### src/verilog/wdo_pkg.sv
// Package of constants and types for the watchdog with oscillator control.
// What this block does
// - Light sleep stops system oscillator; RC oscillator runs when its enable bit is 1.
// - Stop mode with enable bit 0 halts both oscillators unless watchdog enabled.
// - Leave sleep or stop on interrupt, port A fall, watchdog or timer overflow.
// - External RC mode drives system clock divided by four on second oscillator pin.
// - Watchdog counts the internal RC clock or the instruction clock (system/4).
// - Disabled watchdog still counts, reads and clears, but never resets the chip.
// - Supply select bits 1:0: 10 selects regulator, all other codes charge pump.
// - Oscillator enable bits 3:2: 01 disables, 10, 00 and 11 enable.
// - Enable field resets to enabled only with watchdog and RC-clock options both set.
// - Disabled enable field forces RC oscillator off, else the enable bit governs sleep.
// - Counter readout returns the 8-bit count and ignores writes.
// - Overall time-out division is chosen by option from 2^13 to 2^16.
// - Overflow in normal operation gives chip reset and sets the timeout flag.
// - Overflow in sleep or stop gives warm reset of program counter and stack only.
// - Counter cleared by external reset low, clear instruction, or stop instruction.
// - Option picks single clear or both paired clears; one of a pair never clears.
// - On instruction clock the watchdog stops in power-down; external reset or an interrupt, port A fall or timer overflow restarts it.
// - RC oscillator disabled by option or, with watchdog disabled or in light sleep, by software clearing its enable bit.
// - Timeout flag bit 5: cleared by power-up, clear or stop; set by time-out.
// - Power-down flag bit 4: cleared by power-up or clear; set by stop instruction.
package wdo_pkg;

  localparam logic [11:0] WDO_CTRL_OFS     = 12'h01c;
  localparam logic [11:0] WDO_CNT_OFS      = 12'h01d;
  localparam logic [11:0] WDO_STATUS_OFS   = 12'h020;
  localparam int          WDO_CTRL_IDX     = 'h1c;
  localparam int          WDO_CNT_IDX      = 'h1d;
  localparam int          WDO_STATUS_IDX   = 'h20;
  localparam int          WDO_TO_BIT       = 5;
  localparam int          WDO_PDF_BIT      = 4;
  localparam logic [1:0]  WDO_OSC_DISABLE  = 2'h1;
  localparam logic [1:0]  WDO_OSC_ENABLE   = 2'h2;
  localparam logic [1:0]  WDO_PWR_REG      = 2'h2;
  localparam logic [1:0]  WDO_PWR_PUMP     = 2'h1;
  localparam logic [1:0]  WDO_RESP_OKAY    = 2'h0;
  localparam logic [1:0]  WDO_RESP_SLVERR  = 2'h2;
  localparam int          WDO_BASE_SHIFT   = 13;
  localparam int          WDO_PRE_W        = 8;
  localparam logic [1:0]  WDO_INSTR_DIV    = 2'h3;

  typedef enum logic [1:0] {
    WDO_RUN   = 2'b00,
    WDO_IDLE  = 2'b01,
    WDO_HALT  = 2'b10
  } wdo_mode_t;

  typedef struct packed {
    logic       wdt_enable;
    logic       wdt_clk_rc;
    logic       rc_osc_allow;
    logic       paired_clear;
    logic [1:0] ratio_sel;
    logic       ext_rc_mode;
  } wdo_cfg_t;

  typedef struct packed {
    logic       clear_instr;
    logic       clear_first;
    logic       clear_second;
    logic       stop_instr;
    logic       idle_instr;
    logic       irq;
    logic       porta_fall;
    logic       timer_ovf;
  } wdo_evt_t;

endpackage : wdo_pkg

### src/verilog/wdo_counter.sv
// Prescaler and readable counter of the watchdog.
`timescale 1ns/1ps
module wdo_counter
  import wdo_pkg::*;
(
  // Clock and reset
  input  wire logic       aclk,
  input  wire logic       aresetn,
  // Control
  input  wire logic       tick,
  input  wire logic       clear,
  input  wire logic [1:0] ratio_sel,
  // Results
  output logic [7:0]      count,
  output logic            overflow
);

  logic [WDO_PRE_W-1:0] pre;
  logic [WDO_PRE_W-1:0] pre_top;

  // Prescale of 2^5..2^8 times 256 counts gives 2^13..2^16 overall.
  assign pre_top = WDO_PRE_W'((1 << (WDO_BASE_SHIFT - 8 + int'(ratio_sel))) - 1);

  always_ff @(posedge aclk) begin
    if (!aresetn || clear) begin
      pre      <= '0;
      count    <= 8'h00;
      overflow <= 1'b0;
    end else begin
      overflow <= 1'b0;
      if (tick) begin
        if (pre >= pre_top) begin
          pre   <= '0;
          count <= 8'(count + 8'h01);
          if (count == 8'hff) begin
            overflow <= 1'b1;
          end
        end else begin
          pre <= WDO_PRE_W'(pre + 1'b1);
        end
      end
    end
  end

endmodule : wdo_counter

### src/verilog/wdo_top.sv
// Watchdog timer with oscillator control and an AXI4-Lite register slave.
`timescale 1ns/1ps
module wdo_top
  import wdo_pkg::*;
(
  // Clock and reset
  input  wire logic        aclk,
  input  wire logic        aresetn,
  // Configuration options and pins
  input  wire wdo_cfg_t    cfg,
  input  wire logic        external_reset_pin_n,
  input  wire logic        power_up,
  input  wire logic        rc_osc_tick,
  input  wire logic        rc_clock_enable_bit,
  // Core events
  input  wire wdo_evt_t    evt,
  // Oscillator and reset outputs
  output logic             sys_osc_run,
  output logic             internal_rc_osc_run,
  output logic             second_osc_pin,
  output logic             wake,
  output logic             chip_reset,
  output logic             warm_reset,
  output logic             charge_pump_output_sel,
  output logic             timeout_flag,
  output logic             power_down_flag,
  output wdo_mode_t        mode,
  // AXI4-Lite write
  input  wire logic [11:0] s_axi_awaddr,
  input  wire logic        s_axi_awvalid,
  output logic             s_axi_awready,
  input  wire logic [31:0] s_axi_wdata,
  input  wire logic [3:0]  s_axi_wstrb,
  input  wire logic        s_axi_wvalid,
  output logic             s_axi_wready,
  output logic [1:0]       s_axi_bresp,
  output logic             s_axi_bvalid,
  input  wire logic        s_axi_bready,
  // AXI4-Lite read
  input  wire logic [11:0] s_axi_araddr,
  input  wire logic        s_axi_arvalid,
  output logic             s_axi_arready,
  output logic [31:0]      s_axi_rdata,
  output logic [1:0]       s_axi_rresp,
  output logic             s_axi_rvalid,
  input  wire logic        s_axi_rready
);

  // ----------------------------------------------------------------
  // Registers and state
  // ----------------------------------------------------------------
  logic [1:0]  watchdog_supply_select;
  logic [1:0]  watchdog_osc_enable_field;
  logic        init_pending;
  logic        first_seen;
  logic        second_seen;
  logic [1:0]  sys_div;
  logic        wd_clear;
  logic        wd_tick;
  logic        wd_ovf;
  logic [7:0]  wd_count;
  logic        osc_field_on;
  logic        sleeping;
  logic        wake_src;

  // ----------------------------------------------------------------
  // AXI4-Lite slave
  // ----------------------------------------------------------------
  logic [11:0] aw_addr;
  logic        aw_held;
  logic [31:0] w_data;
  logic [3:0]  w_strb;
  logic        w_held;
  logic        do_write;
  logic [31:0] next_rdata;
  logic        rd_hit;

  assign s_axi_awready = !aw_held && !s_axi_bvalid;
  assign s_axi_wready  = !w_held && !s_axi_bvalid;
  assign s_axi_arready = !s_axi_rvalid;
  assign do_write      = aw_held && w_held && !s_axi_bvalid;

  always_ff @(posedge aclk) begin
    if (!aresetn) begin
      aw_held <= 1'b0;
      aw_addr <= 12'h000;
    end else if (s_axi_awvalid && s_axi_awready) begin
      aw_held <= 1'b1;
      aw_addr <= s_axi_awaddr;
    end else if (do_write) begin
      aw_held <= 1'b0;
    end
  end

  always_ff @(posedge aclk) begin
    if (!aresetn) begin
      w_held <= 1'b0;
      w_data <= 32'h0000_0000;
      w_strb <= 4'h0;
    end else if (s_axi_wvalid && s_axi_wready) begin
      w_held <= 1'b1;
      w_data <= s_axi_wdata;
      w_strb <= s_axi_wstrb;
    end else if (do_write) begin
      w_held <= 1'b0;
    end
  end

  always_ff @(posedge aclk) begin
    if (!aresetn) begin
      s_axi_bvalid <= 1'b0;
      s_axi_bresp  <= WDO_RESP_OKAY;
    end else if (do_write) begin
      s_axi_bvalid <= 1'b1;
      s_axi_bresp  <= (aw_addr[11:2] == 10'(WDO_CTRL_IDX) ||
                       aw_addr[11:2] == 10'(WDO_CNT_IDX) ||
                       aw_addr[11:2] == 10'(WDO_STATUS_IDX)) ? WDO_RESP_OKAY : WDO_RESP_SLVERR;
    end else if (s_axi_bready) begin
      s_axi_bvalid <= 1'b0;
    end
  end

  always_comb begin
    next_rdata = 32'h0000_0000;
    rd_hit     = 1'b1;
    if (s_axi_araddr[11:2] == 10'(WDO_CTRL_IDX)) begin
      next_rdata[3:0] = {watchdog_osc_enable_field, watchdog_supply_select};
    end else if (s_axi_araddr[11:2] == 10'(WDO_CNT_IDX)) begin
      next_rdata[7:0] = wd_count;
    end else if (s_axi_araddr[11:2] == 10'(WDO_STATUS_IDX)) begin
      next_rdata[WDO_TO_BIT]  = timeout_flag;
      next_rdata[WDO_PDF_BIT] = power_down_flag;
    end else begin
      rd_hit = 1'b0;
    end
  end

  always_ff @(posedge aclk) begin
    if (!aresetn) begin
      s_axi_rvalid <= 1'b0;
      s_axi_rdata  <= 32'h0000_0000;
      s_axi_rresp  <= WDO_RESP_OKAY;
    end else if (s_axi_arvalid && s_axi_arready) begin
      s_axi_rvalid <= 1'b1;
      s_axi_rdata  <= next_rdata;
      s_axi_rresp  <= rd_hit ? WDO_RESP_OKAY : WDO_RESP_SLVERR;
    end else if (s_axi_rready) begin
      s_axi_rvalid <= 1'b0;
    end
  end

  // ----------------------------------------------------------------
  // Control register
  // ----------------------------------------------------------------
  // The reset value depends on option inputs, so it is loaded one cycle
  // after release rather than inside the reset branch.
  always_ff @(posedge aclk) begin
    if (!aresetn) begin
      init_pending              <= 1'b1;
      watchdog_supply_select    <= WDO_PWR_PUMP;
      watchdog_osc_enable_field <= WDO_OSC_DISABLE;
    end else if (init_pending) begin
      init_pending              <= 1'b0;
      watchdog_osc_enable_field <= (cfg.wdt_enable && cfg.wdt_clk_rc) ?
                                   WDO_OSC_ENABLE : WDO_OSC_DISABLE;
    end else if (do_write && aw_addr[11:2] == 10'(WDO_CTRL_IDX) && w_strb[0]) begin
      watchdog_supply_select    <= w_data[1:0];
      watchdog_osc_enable_field <= w_data[3:2];
    end
  end

  // Only 10 picks the regulator; the caller must have it powered first.
  assign charge_pump_output_sel = (watchdog_supply_select != WDO_PWR_REG);
  assign osc_field_on = (watchdog_osc_enable_field != WDO_OSC_DISABLE);

  // ----------------------------------------------------------------
  // Power modes and oscillators
  // ----------------------------------------------------------------
  assign sleeping = (mode != WDO_RUN);
  assign wake_src = evt.irq || evt.porta_fall || evt.timer_ovf || wd_ovf;

  always_ff @(posedge aclk) begin
    if (!aresetn || !external_reset_pin_n) begin
      mode <= WDO_RUN;
    end else if (sleeping && wake_src) begin
      mode <= WDO_RUN;
    end else if (evt.stop_instr) begin
      mode <= WDO_HALT;
    end else if (evt.idle_instr) begin
      mode <= WDO_IDLE;
    end
  end

  always_comb begin
    sys_osc_run = 1'b1;
    internal_rc_osc_run = 1'b0;
    unique case (mode)
      WDO_RUN: begin
        sys_osc_run = 1'b1;
        internal_rc_osc_run = cfg.rc_osc_allow && osc_field_on;
      end
      WDO_IDLE: begin
        sys_osc_run = 1'b0;
        internal_rc_osc_run = rc_clock_enable_bit;
      end
      WDO_HALT: begin
        sys_osc_run = 1'b0;
        internal_rc_osc_run = rc_clock_enable_bit || cfg.wdt_enable;
      end
      default: begin
        sys_osc_run = 1'b1;
        internal_rc_osc_run = 1'b0;
      end
    endcase
    if (!osc_field_on || !cfg.rc_osc_allow ||
        (!rc_clock_enable_bit && mode == WDO_RUN && !cfg.wdt_enable)) begin
      internal_rc_osc_run = 1'b0;
    end
  end

  assign wake = sleeping && wake_src;

  // ----------------------------------------------------------------
  // Instruction clock divider and second oscillator pin
  // ----------------------------------------------------------------
  always_ff @(posedge aclk) begin
    if (!aresetn) begin
      sys_div        <= 2'h0;
      second_osc_pin <= 1'b0;
    end else if (sys_osc_run) begin
      sys_div        <= 2'(sys_div + 2'h1);
      second_osc_pin <= cfg.ext_rc_mode && sys_div[1];
    end
  end

  // Instruction clock halts with the system clock, so the watchdog can
  // freeze in power-down until the external reset pin or an interrupt, port A fall or timer overflow wake.
  assign wd_tick = cfg.wdt_clk_rc ? (rc_osc_tick && internal_rc_osc_run)
                                  : (sys_osc_run && sys_div == WDO_INSTR_DIV);

  // ----------------------------------------------------------------
  // Clearing
  // ----------------------------------------------------------------
  always_ff @(posedge aclk) begin
    if (!aresetn || wd_clear) begin
      first_seen  <= 1'b0;
      second_seen <= 1'b0;
    end else begin
      if (evt.clear_first) begin
        first_seen <= 1'b1;
      end
      if (evt.clear_second) begin
        second_seen <= 1'b1;
      end
    end
  end

  always_comb begin
    if (cfg.paired_clear) begin
      wd_clear = (first_seen || evt.clear_first) && (second_seen || evt.clear_second);
    end else begin
      wd_clear = evt.clear_instr;
    end
    wd_clear = wd_clear || !external_reset_pin_n || evt.stop_instr;
  end

  wdo_counter u_counter (
    .aclk      (aclk),
    .aresetn   (aresetn),
    .tick      (wd_tick),
    .clear     (wd_clear),
    .ratio_sel (cfg.ratio_sel),
    .count     (wd_count),
    .overflow  (wd_ovf)
  );

  // ----------------------------------------------------------------
  // Reset actions and flags
  // ----------------------------------------------------------------
  always_ff @(posedge aclk) begin
    if (!aresetn) begin
      chip_reset <= 1'b0;
      warm_reset <= 1'b0;
    end else begin
      chip_reset <= wd_ovf && cfg.wdt_enable && !sleeping;
      warm_reset <= wd_ovf && cfg.wdt_enable && sleeping;
    end
  end

  always_ff @(posedge aclk) begin
    if (!aresetn || power_up) begin
      timeout_flag <= 1'b0;
    end else if (wd_ovf && cfg.wdt_enable) begin
      timeout_flag <= 1'b1;
    end else if (wd_clear && !(!external_reset_pin_n && !evt.stop_instr)) begin
      timeout_flag <= 1'b0;
    end
  end

  always_ff @(posedge aclk) begin
    if (!aresetn || power_up) begin
      power_down_flag <= 1'b0;
    end else if (evt.stop_instr) begin
      power_down_flag <= 1'b1;
    end else if (evt.clear_instr || (cfg.paired_clear && wd_clear && external_reset_pin_n)) begin
      power_down_flag <= 1'b0;
    end
  end

endmodule : wdo_top
### config.mk
export PLATFORM = sky130hd
export DESIGN_NAME = wdo_top
export DESIGN_NICKNAME = d
export VERILOG_FILES = /design/src/verilog/wdo_pkg.sv /design/src/verilog/wdo_counter.sv /design/src/verilog/wdo_top.sv
export SDC_FILE = /design/constraint.sdc
export NUM_CORES = 1
export LEC_CHECK = 0
export ABC_AREA = 1
export ABC_CLOCK_PERIOD_IN_PS = 3400
export BUFFER_PORTS_ARGS = -buffer_cell sky130_fd_sc_hd__buf_2
export CORE_MARGIN = 1
export CORE_UTILIZATION = 45
export DETAILED_ROUTE_END_ITERATION = 12
export PLACE_DENSITY = 0.75
export SETUP_SLACK_MARGIN = 0.3
export SYNTH_ARGS = -nofsm -noshare
export SYNTH_HDL_FRONTEND = slang
export SYNTH_SLANG_ARGS = --single-unit
### constraint.sdc
create_clock -name aclk -period 3.4 [get_ports aclk]
set_input_delay 0.34 -clock aclk [delete_from_list [all_inputs] [get_ports aclk]]
set_output_delay 0.34 -clock aclk [all_outputs]
set_load 0.01 [all_outputs]
==> metrics.csv <==
metric,value,unit
Fillers,700,
Crit Path Max Fanout,5,
Max-Cap Viols,0,
Syn Std Cell Area,3370,µm²
final hold vios,0,
unique cell type count in the Yosys netlist,36,
1st-pass router iterations,7,
Die Area,7830,µm²
WP buf/inv,2,
Final Cycle Share,54.6,%
setup bufs post-CTS,0,
area of the multi-input gates,1760,µm²
endpoints failing setup,0,
vias,3120,
most frequent cell after synthesis,nand2_1,
yosys synthesis warning count,0,
Skew-Pair Late Insertion Delay,330,ps
Critical-path top delay cell,dfxtp_1,
adder-cell share of the synthesized area,5.20,%
first-pass GRT wire length,11400,µm
total track usage,18.6,%
average wire per standard cell,11.0,µm
GRT overflow,0,
simple-gate portion of the synthesized area,29.6,%
vias in the first global route,2744,
largest cells by area after synthesis,"dfxtp_1 37%, nand2_1 9.8%, nand3_1 6.1%, buf_4 5.8%, inv_1 5.8%",
total CTS buffers,9,
Post-Syn Instances,465,
main combinational cell family by area after synthesis,simple AND/OR/NAND/NOR gates,
async set-or-reset flop fraction in the synthesized netlist,0,%
M2 GR Usage,34.5,%
Area Overhead vs Synth,17.1,%
Starting Density,46.4,%
"Seq/Total Area, Yosys",36.8,%
CP required,3060,ps
Final min period,1860,ps
"FF+latch count, synth",62,
Setup CP Type,register to output pin,
largest net degree at the start of global routing,28,
Die Wd,88.5,µm
Worst VDD drop,206,µV
most used routing layer,met2,
outcome,"complete, no violations",
CTS resizes,0,
power density over cell area,426,nW/µm²
DR iter-0 viols,103,
"area leader, netlist",dfxtp_1,
RSZ-0062 raised after global routing,false,
Post-Synth XOR/XNOR Area,1.82,%
die height,88.5,µm
"Power, Total",1.68,mW
n_diodes,0,
hold_buf cts,0,
Sink Count,62,
Slew Limit Fails,0,
vias per cell,4.80,
synth cell count leaders,"88 x nand2_1, 62 x dfxtp_1, 52 x inv_1",
Core Region,7250,µm²
R2R Setup Slk,1640,ps
Compound-Gate Fraction of Synth Area,12.4,%
worst-path cell chain,inv_1 > ha_1 > nor2_1 > nand2_1 > and3_1 > buf_2,
max_slew headroom,60.4,%
ANT nets after route,0,
top-area cell type share of the netlist area,36.8,%
Achievable Freq,0.539,GHz
Crit path largest cell delay,390,ps
Post-synth EDFFs,0,
P_leak,1.91,nW
Slew @ Worst Pin,593,ps
# port buffers,76,
GRT met1 Usage,20.4,%
CTS max path bufs,2,
H-tree depth,3,
met3 usage,4.94,%
"CP delay by family, top",flip-flops,
"Net count, final",646,
worst min-delay path class,input pin to register,
# DRC,0,
Setup crit end kind,output pin,
clk slew on worst S/H paths,60,ps
GP Congestion,0.810,
DRT Wirelength,7160,µm
Setup Skew,7.01,ps
initial antenna violation count,0,
mean area per synthesized cell,7.24,µm²
crit path DAT,1520,ps
dominant synthesized flop cell,dfxtp_1,
Final TNS setup,0,ps
Reg area,1240,µm²
startpoint types,register,
DP Wirelength,5490,µm
standard-cell row count,31,
Root Driver,clkbuf_8,
share of layout cells above drive strength 1,22.7,%
CTS tree,built,
mux cell area share after synthesis,0,%
IO Count,138,
-- cell families after synthesis --
| group | after synthesis |
|---|---|
| AOI/OAI and AO/OA | 74 |
| other | 1 |
| xor gates and xnor gates | 7 |
| adders and majority gates | 14 |
| DFF | 62 |
| and+or+nand+nor | 213 |
| buffers and inverters | 94 |
-- layout make-up --
type | count | share of cell area, %
multi-input combinational | 337 | 44.6
inverter | 60 | 5.71
sequential | 62 | 31.5
clock buffer | 12 | 3.68
timing repair buffer | 76 | 9.64
clock inverter | 4 | 1.78
tap | 99 | 3.14
-- power by group --
| group | internal (mW) | total, mW | switching, mW | leakage [nW] |
|---|---|---|---|---|
| sequential | 0.761 | 0.779 | 0.0176 | 0.507 |
| clock | 0.431 | 0.701 | 0.270 | 0.110 |
| combinational | 0.0720 | 0.202 | 0.130 | 1.29 |
| total | 1.26 | 1.68 | 0.418 | 1.91 |
-- worst register-to-register path: stages, from the launching register on --
cell and delay [ps]:
dfxtp_1 390, inv_1 80, ha_1 360, inv_2 100, nand3b_1 120, nand2_4 260
nand2_4 150, nand2_2 140, nor2_1 60
-- stage by stage --
stage / util (%) / instances / hold slack, ps / setup slack [ps] / area (µm²)
floorplan: - / 493 / 418 / 1810 / 3470
global placement: 51.4 / 634 / 442 / 1640 / 3730
detailed placement: 51.4 / 634 / 450 / 1600 / 3730
CTS: 54.4 / 650 / 233 / 1520 / 3950
global route: 54.4 / 650 / 248 / 1430 / 3950
finish: 54.4 / 650 / 233 / 1540 / 3950
-- flip-flops by register name, indices dropped and copies added, names as in the netlist, 2 cells and up --
name / flops
aw_addr: 10
mode: 2
s_axi_rdata: 8
sys_div: 2
u_counter.count: 8
u_counter.pre: 8
w_data: 4
watchdog_osc_enable_field: 2
watchdog_supply_select: 2
-- layer usage --
layer | vias to the layer above | routed length, µm
met2 | 87 | 3560
met1 | 1420 | 3110
met5 | - | 0
met4 | 0 | 133
met3 | 11 | 357
li1 | 1602 | -
-- cells in the final DEF (no fill, tap or decap), drive strengths merged --
master,Yosys,layout
inv,58,58
conb,1,29
nor3b,2,2
and3,1,1
a31oi,1,1
clkbuf,5,12
clkinv,2,4
nor4,2,2
or2,4,4
a21oi,46,46
bufinv,0,2
nor3,6,6
o31ai,1,1
nand2,94,94
dfxtp,62,62
o21ai,25,25
nand3b,2,2
nand4,7,7
xor2,7,7
nor2,51,51
buf,29,76
o21a,1,1
ha,14,14
nand3,44,44
-- worst paths after layout --
check | start | to | cells past startpoint
max | mode[0] | internal_rc_osc_run | 6
min | evt[4] | mode[0] | 2
max reg2reg | mode[0] | u_counter.pre[7] | 8
min reg2reg | aw_addr[10] | aw_addr[10] | 2
No activity file was read; power rests on OpenSTA's default activity.
